--- src/include/hpr_pkg.sv ---
// constants, register map and types of the haptic power and reset controller
package hpr_pkg;

	// clock and documented times
	localparam int CLK_MHZ         = 100;
	localparam int TIMEOUT_STEP_MS = 512;
	localparam int WAKE_MIN_US     = 300;
	localparam int WAKE_MAX_US     = 400;
	localparam int TRIG_HOLD_US    = 100;

	// derived cycle counts
	localparam int STEP_CYCLES      = TIMEOUT_STEP_MS * 1000 * CLK_MHZ;
	localparam int WAKE_CYCLES      = WAKE_MIN_US * CLK_MHZ;
	localparam int TRIG_HOLD_CYCLES = TRIG_HOLD_US * CLK_MHZ;

	// register byte offsets
	localparam logic [7:0] OFS_STATUS   = 8'h00;
	localparam logic [7:0] OFS_CONTROL  = 8'h04;
	localparam logic [7:0] OFS_SETTINGS = 8'h08;
	localparam logic [7:0] OFS_HBRIDGE  = 8'h0c;
	localparam logic [7:0] OFS_OTEMP    = 8'h10;

	// status fields
	localparam int ST_RESET_BIT  = 0;
	localparam int ST_FAST_BIT   = 1;
	localparam int ST_ACTIVE_BIT = 2;
	localparam int ST_OC_BIT     = 3;
	localparam int ST_OT_BIT     = 4;

	// control fields
	localparam int CT_TRIG_BIT     = 0;
	localparam int CT_SOFT_RST_BIT = 1;
	localparam int CT_ACK_BIT      = 2;

	// settings fields
	localparam int SET_MODE_LSB = 0;
	localparam int SET_TOUT_LSB = 8;

	// bridge setup fields
	localparam int HB_STRENGTH_LSB = 0;
	localparam int HB_OCP_BIT      = 4;
	localparam int HB_OTP_BIT      = 5;
	localparam int HB_STP_BIT      = 6;
	localparam int HB_GND_IDLE_BIT = 7;
	localparam int HB_EXT_BIT      = 8;

	// over-temperature fields
	localparam int OT_THRESH_LSB = 0;
	localparam int OT_HYST_BIT   = 8;

	localparam int         STRENGTH_W  = 3;
	localparam int         STAGES      = 7;
	localparam logic [2:0] OCP_OFF_A   = 3'h1;
	localparam logic [2:0] OCP_OFF_B   = 3'h3;
	localparam logic [7:0] OT_HYST_DROP = 8'h04;

	typedef enum logic [1:0] {
		MODE_FAST  = 2'h0,
		MODE_SLEEP = 2'h1,
		MODE_AUTO  = 2'h2
	} pwr_mode_e;

	typedef enum logic [2:0] {
		PS_FAST  = 3'h1,
		PS_SLEEP = 3'h2,
		PS_WAKE  = 3'h4
	} pwr_state_e;

	typedef struct packed {
		logic [1:0] mode;
		logic [7:0] timeout;
		logic [2:0] strength;
		logic       ocp_en;
		logic       otp_en;
		logic       stp_en;
		logic       gnd_idle;
		logic       ext;
		logic [7:0] ot_thresh;
		logic       hyst_en;
	} cfg_s;

	localparam cfg_s CFG_DEFAULT = '{
		mode:      2'h2,
		timeout:   8'h01,
		strength:  3'h5,
		ocp_en:    1'b0,
		otp_en:    1'b1,
		stp_en:    1'b1,
		gnd_idle:  1'b0,
		ext:       1'b0,
		ot_thresh: 8'h80,
		hyst_en:   1'b1
	};

	// pin order in the synchroniser
	localparam int PIN_HARD = 0;
	localparam int PIN_TRIG = 1;
	localparam int PIN_SCLK = 2;
	localparam int PIN_OC   = 3;
	localparam int PIN_W    = 4;
	localparam logic [3:0] PIN_RST_VAL = 4'h1;

endpackage : hpr_pkg

--- src/design/pin_sync.sv ---
// two-flop synchroniser for the asynchronous input pins
`timescale 1ns/10ps
module pin_sync #(
	parameter int             W       = 4,
	parameter logic [W-1:0]   RST_VAL = '0
) (
	input  wire logic         pclk,
	input  wire logic         presetn,
	input  wire logic         ce,
	input  wire logic [W-1:0] d,
	output logic      [W-1:0] q
);

	typedef struct packed {
		logic [W-1:0] meta;
		logic [W-1:0] sync;
	} sync_s;

	sync_s s_r;
	sync_s s_nxt;

	always_comb
	begin
		s_nxt.meta = d;
		s_nxt.sync = s_r.meta;
	end

	always_ff @(posedge pclk or negedge presetn)
	begin
		if (!presetn)
		begin
			s_r <= {RST_VAL, RST_VAL};
		end
		else if (ce)
		begin
			s_r <= s_nxt;
		end
	end

	assign q = s_r.sync;

endmodule : pin_sync

--- src/design/haptic_power_reset_bridge_ctrl.sv ---
// power state, reset handshake, bridge setup and protections behind an APB slave
//
// Local design decisions: register access over APB and the register addresses.
`timescale 1ns/10ps
module haptic_power_reset_bridge_ctrl #(
	parameter int STEP_CYCLES      = hpr_pkg::STEP_CYCLES,
	parameter int WAKE_CYCLES      = hpr_pkg::WAKE_CYCLES,
	parameter int TRIG_HOLD_CYCLES = hpr_pkg::TRIG_HOLD_CYCLES,
	parameter int STAGES           = hpr_pkg::STAGES
) (
	input  wire logic              pclk,
	input  wire logic              presetn,
	input  wire logic              ce,
	input  wire logic              psel,
	input  wire logic              penable,
	input  wire logic              pwrite,
	input  wire logic [7:0]        paddr,
	input  wire logic [31:0]       pwdata,
	output logic      [31:0]       prdata,
	output logic                   pready,
	output logic                   pslverr,
	input  wire logic              hard_reset_n,
	input  wire logic              trig_pin,
	input  wire logic              serial_clk,
	input  wire logic              oc_sense,
	input  wire logic [7:0]        temp_code,
	input  wire logic              wave_running,
	input  wire logic              drive_on,
	input  wire logic              drive_p,
	input  wire logic              drive_n,
	output logic                   haptic_start,
	output logic                   power_fast,
	output logic                   core_power_en,
	output logic                   motor_p_o,
	output logic                   motor_p_oe,
	output logic                   motor_n_o,
	output logic                   motor_n_oe,
	output logic      [STAGES-1:0] stage_en
);

	localparam int STEP_W = $clog2(STEP_CYCLES + 1);
	localparam int WAKE_W = $clog2(WAKE_CYCLES + 1);
	localparam int HOLD_W = $clog2(TRIG_HOLD_CYCLES + 1);
	localparam logic [STEP_W-1:0] STEP_LAST = STEP_W'(STEP_CYCLES - 1);
	localparam logic [WAKE_W-1:0] WAKE_LAST = WAKE_W'(WAKE_CYCLES - 1);
	localparam logic [HOLD_W-1:0] HOLD_LAST = HOLD_W'(TRIG_HOLD_CYCLES - 1);

	typedef struct packed {
		hpr_pkg::cfg_s       cfg;
		logic                rst_flag;
		logic                ack;
		logic                soft_req;
		logic                pending;
		logic                oc_flag;
		logic                ot_flag;
		logic                ot_hot;
		logic                hold_done;
		logic [HOLD_W-1:0]   hold_cnt;
		logic [STEP_W-1:0]   step_cnt;
		logic [8:0]          tout_cnt;
		logic [WAKE_W-1:0]   wake_cnt;
		hpr_pkg::pwr_state_e state;
		logic                sclk_prev;
		logic [1:0]          dir_prev;
		logic [31:0]         prdata;
		logic                pready;
		logic                pslverr;
		logic                start;
		logic                fast;
		logic                core_en;
		logic                mp_o;
		logic                mp_oe;
		logic                mn_o;
		logic                mn_oe;
		logic [STAGES-1:0]   stage;
	} st_s;

	st_s s_r;
	st_s s_nxt;

	logic [hpr_pkg::PIN_W-1:0] pins;
	logic                      pin_hard;
	logic                      pin_trig;
	logic                      pin_sclk;
	logic                      pin_oc;
	logic                      setup;
	logic                      xfer_done;
	logic                      wr_done;
	logic                      map_hit;
	logic                      status_rd;
	logic                      ctrl_wr;
	logic                      addressed;
	logic                      auto_mode;
	logic                      hold_fire;
	logic                      trig_cmd;
	logic                      trig_accept;
	logic                      dev_rst;
	logic                      stay_awake;
	logic                      timed_out;
	logic                      ocp_allowed;
	logic                      oc_now;
	logic                      ot_hot_nxt;
	logic                      ot_trip;
	logic                      trip;
	logic                      awake;
	logic                      dead;
	logic                      drive_ok;
	logic [7:0]                ot_low;
	logic [31:0]               rd_word;
	logic [STAGES-1:0]         stage_mask;

	pin_sync #(
		.W       (hpr_pkg::PIN_W),
		.RST_VAL (hpr_pkg::PIN_RST_VAL)
	) u_pin_sync (
		.pclk    (pclk),
		.presetn (presetn),
		.ce      (ce),
		.d       ({oc_sense, serial_clk, trig_pin, hard_reset_n}),
		.q       (pins)
	);

	assign pin_hard = pins[hpr_pkg::PIN_HARD];
	assign pin_trig = pins[hpr_pkg::PIN_TRIG];
	assign pin_sclk = pins[hpr_pkg::PIN_SCLK];
	assign pin_oc   = pins[hpr_pkg::PIN_OC];

	// thermometer of active bridge stages
	genvar gi;
	generate
		for (gi = 0; gi < STAGES; gi++)
		begin : g_stage
			assign stage_mask[gi] = (32'(s_r.cfg.strength) > gi);
		end
	endgenerate

	assign setup     = psel & ~penable;
	assign xfer_done = psel & penable & s_r.pready;
	assign wr_done   = xfer_done & pwrite & ~s_r.pslverr;
	assign map_hit   = (paddr == hpr_pkg::OFS_STATUS) | (paddr == hpr_pkg::OFS_CONTROL) |
		(paddr == hpr_pkg::OFS_SETTINGS) | (paddr == hpr_pkg::OFS_HBRIDGE) |
		(paddr == hpr_pkg::OFS_OTEMP);
	// fault flags clear at the edge where the read data is captured
	assign status_rd = setup & ~s_r.pready & ~pwrite & (paddr == hpr_pkg::OFS_STATUS);
	assign ctrl_wr   = wr_done & (paddr == hpr_pkg::OFS_CONTROL);
	assign addressed = (pin_sclk & ~s_r.sclk_prev) | xfer_done;
	assign auto_mode = (s_r.cfg.mode != hpr_pkg::MODE_FAST) &&
		(s_r.cfg.mode != hpr_pkg::MODE_SLEEP);

	assign hold_fire   = pin_trig & ~s_r.hold_done & (s_r.hold_cnt == HOLD_LAST);
	assign trig_cmd    = (ctrl_wr & pwdata[hpr_pkg::CT_TRIG_BIT]) | hold_fire;
	assign trig_accept = trig_cmd & ~s_r.rst_flag & ~wave_running & ~s_r.pending;
	assign dev_rst     = ~pin_hard | (s_r.soft_req & ~wave_running);
	assign stay_awake  = pin_trig | wave_running | s_r.pending | s_r.start;
	assign timed_out   = s_r.tout_cnt >= {1'b0, s_r.cfg.timeout};

	assign ocp_allowed = (s_r.cfg.strength != hpr_pkg::OCP_OFF_A) &&
		(s_r.cfg.strength != hpr_pkg::OCP_OFF_B);
	assign oc_now      = s_r.cfg.ocp_en & ocp_allowed & pin_oc;
	assign ot_low      = (s_r.cfg.ot_thresh > hpr_pkg::OT_HYST_DROP) ?
		(s_r.cfg.ot_thresh - hpr_pkg::OT_HYST_DROP) : 8'h00;
	// once hot, release only at or below the lowered threshold
	assign ot_hot_nxt  = (s_r.ot_hot & s_r.cfg.hyst_en) ? (temp_code > ot_low) :
		(temp_code > s_r.cfg.ot_thresh);
	assign ot_trip     = s_r.cfg.otp_en & s_r.ot_hot;
	assign trip        = oc_now | ot_trip;
	assign awake       = (s_r.state == hpr_pkg::PS_FAST);
	// one low cycle on a direction change keeps both sides from conducting
	assign dead        = s_r.cfg.stp_en & ((drive_p & drive_n) |
		({drive_p, drive_n} != s_r.dir_prev));
	assign drive_ok    = drive_on & awake & ~trip & (s_r.cfg.strength != 3'h0);

	always_comb
	begin
		rd_word = 32'h0000_0000;
		unique case (paddr)
			hpr_pkg::OFS_STATUS:
			begin
				rd_word[hpr_pkg::ST_RESET_BIT]  = s_r.rst_flag;
				rd_word[hpr_pkg::ST_FAST_BIT]   = awake;
				rd_word[hpr_pkg::ST_ACTIVE_BIT] = wave_running;
				rd_word[hpr_pkg::ST_OC_BIT]     = s_r.oc_flag;
				rd_word[hpr_pkg::ST_OT_BIT]     = s_r.ot_flag;
			end
			hpr_pkg::OFS_CONTROL:
			begin
				rd_word[hpr_pkg::CT_TRIG_BIT]     = s_r.pending;
				rd_word[hpr_pkg::CT_SOFT_RST_BIT] = s_r.soft_req;
				rd_word[hpr_pkg::CT_ACK_BIT]      = s_r.ack;
			end
			hpr_pkg::OFS_SETTINGS:
			begin
				rd_word[hpr_pkg::SET_MODE_LSB +: 2] = s_r.cfg.mode;
				rd_word[hpr_pkg::SET_TOUT_LSB +: 8] = s_r.cfg.timeout;
			end
			hpr_pkg::OFS_HBRIDGE:
			begin
				rd_word[hpr_pkg::HB_STRENGTH_LSB +: hpr_pkg::STRENGTH_W] = s_r.cfg.strength;
				rd_word[hpr_pkg::HB_OCP_BIT]      = s_r.cfg.ocp_en;
				rd_word[hpr_pkg::HB_OTP_BIT]      = s_r.cfg.otp_en;
				rd_word[hpr_pkg::HB_STP_BIT]      = s_r.cfg.stp_en;
				rd_word[hpr_pkg::HB_GND_IDLE_BIT] = s_r.cfg.gnd_idle;
				rd_word[hpr_pkg::HB_EXT_BIT]      = s_r.cfg.ext;
			end
			hpr_pkg::OFS_OTEMP:
			begin
				rd_word[hpr_pkg::OT_THRESH_LSB +: 8] = s_r.cfg.ot_thresh;
				rd_word[hpr_pkg::OT_HYST_BIT]        = s_r.cfg.hyst_en;
			end
			default:
			begin
				rd_word = 32'h0000_0000;
			end
		endcase
	end

	always_comb
	begin
		s_nxt         = s_r;
		s_nxt.start   = 1'b0;
		s_nxt.pready  = 1'b0;
		s_nxt.pslverr = 1'b0;

		// bus answer one cycle after the setup edge
		if (setup & ~s_r.pready)
		begin
			s_nxt.pready  = 1'b1;
			s_nxt.pslverr = ~map_hit;
			s_nxt.prdata  = pwrite ? 32'h0000_0000 : rd_word;
		end

		// device clears the acknowledge one cycle after it is written
		if (s_r.ack)
		begin
			s_nxt.ack = 1'b0;
			if (s_r.rst_flag)
			begin
				s_nxt.rst_flag = 1'b0;
			end
		end
		if (s_r.soft_req)
		begin
			s_nxt.soft_req = 1'b0;
		end

		if (wr_done)
		begin
			unique case (paddr)
				hpr_pkg::OFS_CONTROL:
				begin
					if (pwdata[hpr_pkg::CT_ACK_BIT])
					begin
						s_nxt.ack = 1'b1;
					end
					if (pwdata[hpr_pkg::CT_SOFT_RST_BIT])
					begin
						s_nxt.soft_req = 1'b1;
					end
				end
				hpr_pkg::OFS_SETTINGS:
				begin
					s_nxt.cfg.mode    = pwdata[hpr_pkg::SET_MODE_LSB +: 2];
					s_nxt.cfg.timeout = pwdata[hpr_pkg::SET_TOUT_LSB +: 8];
				end
				hpr_pkg::OFS_HBRIDGE:
				begin
					s_nxt.cfg.strength = pwdata[hpr_pkg::HB_STRENGTH_LSB +: hpr_pkg::STRENGTH_W];
					s_nxt.cfg.ocp_en   = pwdata[hpr_pkg::HB_OCP_BIT];
					s_nxt.cfg.otp_en   = pwdata[hpr_pkg::HB_OTP_BIT];
					s_nxt.cfg.stp_en   = pwdata[hpr_pkg::HB_STP_BIT];
					s_nxt.cfg.gnd_idle = pwdata[hpr_pkg::HB_GND_IDLE_BIT];
					s_nxt.cfg.ext      = pwdata[hpr_pkg::HB_EXT_BIT];
				end
				hpr_pkg::OFS_OTEMP:
				begin
					s_nxt.cfg.ot_thresh = pwdata[hpr_pkg::OT_THRESH_LSB +: 8];
					s_nxt.cfg.hyst_en   = pwdata[hpr_pkg::OT_HYST_BIT];
				end
				default:
				begin
					// status and unmapped words keep their contents
					s_nxt.cfg = s_r.cfg;
				end
			endcase
		end

		// sticky fault flags; a trip in the clearing cycle wins
		if (status_rd)
		begin
			s_nxt.oc_flag = 1'b0;
			s_nxt.ot_flag = 1'b0;
		end
		if (oc_now)
		begin
			s_nxt.oc_flag = 1'b1;
		end
		if (ot_trip)
		begin
			s_nxt.ot_flag = 1'b1;
		end
		s_nxt.ot_hot = ot_hot_nxt;

		// pin must stay high for the hold time to issue one command
		if (!pin_trig)
		begin
			s_nxt.hold_cnt  = '0;
			s_nxt.hold_done = 1'b0;
		end
		else if (!s_r.hold_done)
		begin
			if (s_r.hold_cnt == HOLD_LAST)
			begin
				s_nxt.hold_done = 1'b1;
			end
			else
			begin
				s_nxt.hold_cnt = s_r.hold_cnt + 1'b1;
			end
		end

		s_nxt.sclk_prev = pin_sclk;
		s_nxt.dir_prev  = {drive_p, drive_n};

		// power timeout in steps of STEP_CYCLES
		if (stay_awake | addressed | trig_cmd | ~awake)
		begin
			s_nxt.step_cnt = '0;
			s_nxt.tout_cnt = 9'h000;
		end
		else if (s_r.step_cnt == STEP_LAST)
		begin
			s_nxt.step_cnt = '0;
			if (s_r.tout_cnt != 9'h1ff)
			begin
				s_nxt.tout_cnt = s_r.tout_cnt + 9'h001;
			end
		end
		else
		begin
			s_nxt.step_cnt = s_r.step_cnt + 1'b1;
		end

		unique case (s_r.state)
			hpr_pkg::PS_FAST:
			begin
				if (s_r.pending)
				begin
					s_nxt.start   = 1'b1;
					s_nxt.pending = 1'b0;
				end
				else if (~stay_awake & ~trig_accept &
					((s_r.cfg.mode == hpr_pkg::MODE_SLEEP) | (auto_mode & timed_out)))
				begin
					s_nxt.state = hpr_pkg::PS_SLEEP;
				end
			end
			hpr_pkg::PS_SLEEP:
			begin
				if (trig_accept | pin_trig | (s_r.cfg.mode == hpr_pkg::MODE_FAST) |
					(auto_mode & addressed))
				begin
					s_nxt.state    = hpr_pkg::PS_WAKE;
					s_nxt.wake_cnt = '0;
				end
			end
			hpr_pkg::PS_WAKE:
			begin
				if (s_r.wake_cnt == WAKE_LAST)
				begin
					s_nxt.state = hpr_pkg::PS_FAST;
				end
				else
				begin
					s_nxt.wake_cnt = s_r.wake_cnt + 1'b1;
				end
			end
			default:
			begin
				s_nxt.state = hpr_pkg::PS_FAST;
			end
		endcase

		if (trig_accept)
		begin
			s_nxt.pending = 1'b1;
		end

		// motor pins
		s_nxt.mp_o  = 1'b0;
		s_nxt.mn_o  = 1'b0;
		s_nxt.mp_oe = 1'b0;
		s_nxt.mn_oe = 1'b0;
		s_nxt.stage = '0;
		if (s_nxt.state != hpr_pkg::PS_FAST)
		begin
			s_nxt.mp_oe = 1'b0;
			s_nxt.mn_oe = 1'b0;
		end
		else if (drive_ok & ~dead)
		begin
			s_nxt.mp_oe = 1'b1;
			s_nxt.mn_oe = 1'b1;
			s_nxt.mp_o  = drive_p;
			s_nxt.mn_o  = drive_n;
			s_nxt.stage = s_r.cfg.ext ? '0 : stage_mask;
		end
		else if (drive_ok | s_r.cfg.gnd_idle | s_r.cfg.ext)
		begin
			s_nxt.mp_oe = 1'b1;
			s_nxt.mn_oe = 1'b1;
		end

		// device reset restores defaults and raises the flag
		if (dev_rst)
		begin
			s_nxt.cfg       = hpr_pkg::CFG_DEFAULT;
			s_nxt.rst_flag  = 1'b1;
			s_nxt.ack       = 1'b0;
			s_nxt.soft_req  = 1'b0;
			s_nxt.pending   = 1'b0;
			s_nxt.oc_flag   = 1'b0;
			s_nxt.ot_flag   = 1'b0;
			s_nxt.start     = 1'b0;
			s_nxt.state     = hpr_pkg::PS_FAST;
			s_nxt.step_cnt  = '0;
			s_nxt.tout_cnt  = 9'h000;
		end

		s_nxt.fast    = (s_nxt.state == hpr_pkg::PS_FAST);
		s_nxt.core_en = (s_nxt.state != hpr_pkg::PS_SLEEP);
	end

	always_ff @(posedge pclk or negedge presetn)
	begin
		if (!presetn)
		begin
			s_r          <= '0;
			s_r.cfg      <= hpr_pkg::CFG_DEFAULT;
			s_r.rst_flag <= 1'b1;
			s_r.state    <= hpr_pkg::PS_FAST;
			s_r.fast     <= 1'b1;
			s_r.core_en  <= 1'b1;
		end
		else if (ce)
		begin
			s_r <= s_nxt;
		end
	end

	assign prdata        = s_r.prdata;
	assign pready        = s_r.pready;
	assign pslverr       = s_r.pslverr;
	assign haptic_start  = s_r.start;
	assign power_fast    = s_r.fast;
	assign core_power_en = s_r.core_en;
	assign motor_p_o     = s_r.mp_o;
	assign motor_p_oe    = s_r.mp_oe;
	assign motor_n_o     = s_r.mn_o;
	assign motor_n_oe    = s_r.mn_oe;
	assign stage_en      = s_r.stage;

endmodule : haptic_power_reset_bridge_ctrl

--- config.mk ---
export PLATFORM = sky130hd
export DESIGN_NAME = haptic_power_reset_bridge_ctrl
export DESIGN_NICKNAME = d
export VERILOG_FILES = /design/src/include/hpr_pkg.sv /design/src/design/pin_sync.sv /design/src/design/haptic_power_reset_bridge_ctrl.sv
export SDC_FILE = /design/constraint.sdc
export NUM_CORES = 1
export LEC_CHECK = 0
export CORE_AREA = 10 10 125 155
export CTS_CLUSTER_SIZE = 8
export DETAILED_ROUTE_END_ITERATION = 10
export DIE_AREA = 0 0 135 165
export DONT_BUFFER_PORTS = 1
export GPL_TIMING_DRIVEN = 0
export PLACE_DENSITY = 0.67
export SLEW_MARGIN = 40
export SYNTH_ARGS = -nofsm -noshare
export SYNTH_HDL_FRONTEND = slang
export SYNTH_SLANG_ARGS = --single-unit
--- constraint.sdc ---
create_clock -name pclk -period 5.1 [get_ports pclk]
set_input_delay 1.53 -clock pclk [delete_from_list [all_inputs] [get_ports pclk]]
set_output_delay 1.53 -clock pclk [all_outputs]
set_load 0.03 [all_outputs]
* Yosys cells after proc, flatten, opt, wreduce, memory -nomap -nowiden
Cells that the tools add are included.
** Storage, ports and cells
- Register bits after elaboration :: 144
- Latch bits :: 0
- Bits in writable memories :: 0
- ROM bits :: 0
- Input port bits :: 62
- Output and inout port bits :: 48
- Memories kept :: 0
** Cells by class
- Add/subtract/negate cells :: 5
- Multipliers :: 0
- Divide/modulo/power cells :: 0
- Order comparisons :: 11
- Equal/unequal tests :: 23
- Shift operators :: 0
- Muxes and demuxes :: 56
- Bitwise operators :: 68
- Reduce and logical (&&, ||, !) cells :: 28
** Operators with widths (count)
- $mux W35 :: 2
- $mux W15 :: 3
- $mux W33 :: 1
- $and A1 B1 Y1 :: 31
- $pmux W15 S2 :: 1
- $mux W7 :: 4
- $mux W27 :: 1
- $mux W9 :: 3
- $add A26 B1 Y26 const B :: 1
- $eq A26 B26 Y1 const B :: 1
- $mux W26 :: 1
- $or A1 B1 Y1 :: 21
- $mux W1 :: 18
- $mux W18 :: 1
- $reduce_bool A3 Y1 :: 6
- $eq A8 B4 Y1 const B :: 2
- $gt A8 B8 Y1 :: 2
- $mux W16 :: 1
- $mux W8 :: 2
- $not A1 Y1 :: 16
- $add A15 B1 Y15 const B :: 1
- $eq A15 B15 Y1 const B :: 1
- $reduce_and A3 Y1 :: 5
- $add A14 B1 Y14 const B :: 1
- other kinds (36) :: 65

* Longest topological paths before layout
- Depth after elaboration :: 18
- Depth in mapped cells :: 12
- Depth with buffers taken out :: 12

* Hierarchy
A second synthesis with hierarchy kept.
** Second synthesis, totals
- Cell total of the unflattened synthesis :: 841
- Area, all modules :: 8105.3 um2
** By module, submodules not included
- haptic_power_reset_bridge_ctrl :: times used 1, cells an instance 824, area an instance 7771.2 um2, seq. area each 3418.3 um2
- pin_sync :: times used 1, cells an instance 17, area an instance 334.1 um2, seq. area each 202.7 um2

* Worst setup path before layout
Ideal clock, no wire load.
- Path kind :: input -> register
- From :: in paddr[5]
- To :: reg s_r[61] in the netlist's numbering
- Arrival time :: 3.214 ns
- Data required time :: 4.968 ns
- Setup slack :: 1.754 ns
- Stages on the path :: 7
- Path through :: or4_4 > nor4_4 > a32oi_1 > a211o_1 > buf_6 > o21ai_1 > o31ai_1
** Between the ends
- Cells in the longest elaborated chain, start to end :: 12
** Ends and longest elaborated chain
- from (decl) :: RTL line haptic_power_reset_bridge_ctrl.sv:17 : input wire logic [7:0] paddr,
- $eq A8 B3 Y1 :: RTL line haptic_power_reset_bridge_ctrl.sv:145 : assign ctrl_wr = wr_done & (paddr == hpr_pkg::OFS_CONTROL);
- $and A1 B1 Y1 :: RTL line haptic_power_reset_bridge_ctrl.sv:145
- $and A1 B1 Y1 :: RTL line haptic_power_reset_bridge_ctrl.sv:151 : assign trig_cmd = (ctrl_wr & pwdata[hpr_pkg::CT_TRIG_BIT]) | hold_fire;
- $or A1 B1 Y1 :: RTL line haptic_power_reset_bridge_ctrl.sv:151
- $and A1 B1 Y1 (3 in series) :: RTL line haptic_power_reset_bridge_ctrl.sv:152 : assign trig_accept = trig_cmd & ~s_r.rst_flag & ~wave_running & ~s_r.pending;
- $or A1 B1 Y1 (3 in series) :: RTL line haptic_power_reset_bridge_ctrl.sv:359 : if (trig_accept | pin_trig | (s_r.cfg.mode == hpr_pkg::MODE_FAST) |
- $ne A2 B2 Y1 (no line)
- $reduce_and A4 Y1 (no line)
- to (signal assigned) :: RTL line haptic_power_reset_bridge_ctrl.sv:446 : s_r <= s_nxt;
- to (decl) :: RTL line haptic_power_reset_bridge_ctrl.sv:78 : st_s s_r;
Every way passes these cells.
A chain may end at the register's enable or synchronous reset.

* Final worst setup path
- From :: in ce
- To :: reg s_r[146] in the netlist's numbering
** Between the ends
- Cells in the longest elaborated chain, start to end :: 1
** Ends and longest elaborated chain
- from (decl) :: RTL line haptic_power_reset_bridge_ctrl.sv:13 : input wire logic ce,
- $reduce_and A3 Y1 (no line)
Every way passes these cells.

==> impl_metrics.tcl <==
set metrics [dict create \
    outcome "finished, final reports clean" \
    die_x_um 135 \
    synth.area.top_cells "dfrtp_1 40%, ha_1 4.8%, dfstp_2 4.6%, buf_4 3.7%, o21ai_0 3.7%" \
    synth_edf_count 0 \
    setup_viol 0 \
    drc 0 \
    synth_top_family_by_area "simple AND/OR/NAND/NOR gates" \
    htreeDepth 4 \
    synth_top_cell_by_area "dfrtp_1" \
    syn_area_per_cell_um2 9.41 \
    ctsHoldBuffers 0 \
    place_congestion 0.884 \
    slew_violations 0 \
    syn_area_mm2 0.00804 \
    cts-resized-gates 0 \
    holdCritPathClass "reg2reg" \
    finalPower_uw 2830 \
    final_common_cell "dfrtp_1" \
    yosys_warnings 0 \
    layout_common_cells "130 x dfrtp_1, 78 x nor2_1, 65 x nand2_1" \
    clockBufferDepth 2 \
    gr-total-overflow 0 \
    cts_root_buf "clkbuf_16" \
    finClkSkew_ns 0.00719 \
    clkTransAtPathRegs_ns 0.06 \
    clock-sinks 144 \
    nets 982 \
    antenna_found_initial 0 \
    ys.flop_type "dfrtp_1" \
    reg2regPathDepth 8 \
    coreArea_mm2 0.0162 \
    rsz0062_at_grt "no" \
    synth_mux_area_frac 0.0151 \
    min_period_over_period 0.745 \
    worstMarginPinSlew_ns 0.713 \
    timing.setup.tns_ns 0 \
    clock_latency_ns 0.42 \
    timing.setup.critical_path_class "in2reg" \
    portBuffers 0 \
    worstPathArrival_ns 4.16 \
    grt_pass1_vias 6351 \
    dpl.hpwl_mm 14.9 \
    cts-buffers-inserted 17 \
    ys_ff_latch 144 \
    dieArea_mm2 0.0223 \
    vias 6483 \
    drtIter0Drc 561 \
    yosysTopAreaCellShare 0.405 \
    track_usage 0.188 \
    reg2reg_from "s_r[54]$_DFFE_PN0P_" \
    wl_per_cell_um 18.4 \
    max_freq_ghz 0.263 \
    ir_drop_v 0.000223 \
    critPathLaunchType "primary input" \
    boundaryPins 110 \
    rr_endpoint "s_r[67]$_DFFE_PN0P_" \
    fp-row-count 52 \
    num_antenna_cells 0 \
    die_h_um 165 \
    grt_max_degree 145 \
    hold_violations 0 \
    leakagePower_uw 0.00401 \
    vias_per_cell 5.80 \
    synth-adder-area-share 0.0482 \
    dr.pass1.iters 5 \
    yosysSeqAreaShare 0.450 \
    place_area_mm2 0.00837 \
    crit_end "s_r[146]$_DFFE_PN0P_" \
    min_period_ns 3.80 \
    synthSimpleGateAreaFrac 0.198 \
    drv_cap 0 \
    max-slew-margin-rel 0.523 \
    required_ns 5.46 \
    netlist-cell-type-count 70 \
    cts_tree "done" \
    r2r_setup_slack_ns 2.35 \
    synth_compound_area_frac 0.175 \
    ant_nets 0 \
    area_growth_pct 12.5 \
    endpoint_kind "register" \
    fin_area_mm2 0.00905 \
    cp-startpoint "ce" \
    async_reset_ff_frac 1.00 \
    post_cts_buffers 0 \
    power.density_mw_per_mm2 313 \
    initial_core_util 0.496 \
    synthCells 855 \
    layout-drive-gt1-share 0.124 \
    worstPathMaxFanout 10 \
    drt_wl_total_mm 20.6 \
    grt_pass1_wl_mm 33.5 \
    synth-xor-area-share 0.0381 \
]
[cell type report]
| cell class | count | area, um2 |
|---|---|---|
| Multi-Input combinational cell | 608 | 3880 |
| Tap cell | 216 | 270 |
| Clock buffer | 22 | 464 |
| Buffer | 73 | 438 |
| Sequential cell | 144 | 3620 |
| Inverter | 45 | 169 |
| Clock inverter | 10 | 208 |
| Fill cell | 1440 | 7150 |
[per-layer routing]
layer  track usage  wire length [um]
met5             0                 0
met1         0.237              8840
met4        0.0583               439
met3        0.0608              1500
met2         0.301              9800
[where the power goes]
group          switching (uW)  leakage [uW]  total, uW  internal, uW
combinational             125       0.00178        193          67.9
sequential               39.7       0.00191       1220          1180
clock                     475      0.000328       1420           943
[worst max-delay path: stages]
cell and delay, ns:
clkbuf_1 0.52, clkinv_1 0.58, nor2_1 0.52, nand2_1 0.18, nor2_1 0.58, a22o_1 0.24
[how the worst min path moves through the flow]
stage | from | end | depth (start not counted)
after CTS | prdata[2]$_DFFE_PN0P_ | prdata[2]$_DFFE_PN0P_ | 2
final | stage_en[2]$_DFFE_PN0P_ | stage_en[2]$_DFFE_PN0P_ | 2
after global routing | stage_en[1]$_DFFE_PN0P_ | stage_en[1]$_DFFE_PN0P_ | 2
after global placement | prdata[2]$_DFFE_PN0P_ | prdata[2]$_DFFE_PN0P_ | 2
after detailed placement | stage_en[2]$_DFFE_PN0P_ | stage_en[2]$_DFFE_PN0P_ | 2
after floorplan | s_r[68]$_DFFE_PN0P_ | s_r[68]$_DFFE_PN0P_ | 1
[sequential cells by signal (all words and copies together), names as in the netlist]
signal and flops:
prdata 16, u_pin_sync.s_nxt 4, u_pin_sync.q 4, s_r 105, core_power_en 1, pslverr 1
stage_en 7, motor_n_o 1, pready 1, motor_n_oe 1, motor_p_o 1, power_fast 1
haptic_start 1
[synth_stat cells (4+ instances only)]
master / instances
xnor2_1: 7
buf_4: 40
nand2_1: 65
o21a_1: 4
nand3_1: 48
ha_1: 31
clkbuf_1: 20
o41ai_1: 11
nor2b_1: 6
inv_1: 44
a22o_1: 29
a211oi_1: 4
dfstp_2: 14
dfrtp_1: 130
o21ai_0: 60
buf_1: 7
o31ai_1: 11
o32ai_1: 4
nand4_1: 27
nand2b_1: 7
mux2_2: 9
nor2_1: 78
and2_1: 9
o21ai_1: 11
a22oi_1: 5
xor2_1: 28
a32oi_1: 4
a21oi_1: 26
buf_2: 5
a21o_1: 5
or3_1: 6
and3_1: 24
o211ai_1: 5
nor3_1: 13
[metrics by stage]
stage / hold WS (ns) / util / setup WS [ns] / std cells
global placement: 0.465 / 0.517 / 0.876 / 1086
global route: 0.513 / 0.559 / 1.23 / 1118
floorplan: 0.443 / - / 1.75 / 870
finish: 0.482 / 0.559 / 1.30 / 1118
CTS: 0.487 / 0.558 / 1.35 / 1118
detailed placement: 0.465 / 0.517 / 0.918 / 1086
[cells by family (layout without fill, tap and decap cells)]
family	Yosys count	after routing
XOR/XNOR	35	35
AND/OR/NAND/NOR	309	309
adder cells (fa/ha/maj)	31	31
flip-flops	144	144
AO/OA/AOI/OAI	206	206
other	1	16
multiplexers	11	11
buffers and inverters	118	150
(Power assumes the default switching activity.)
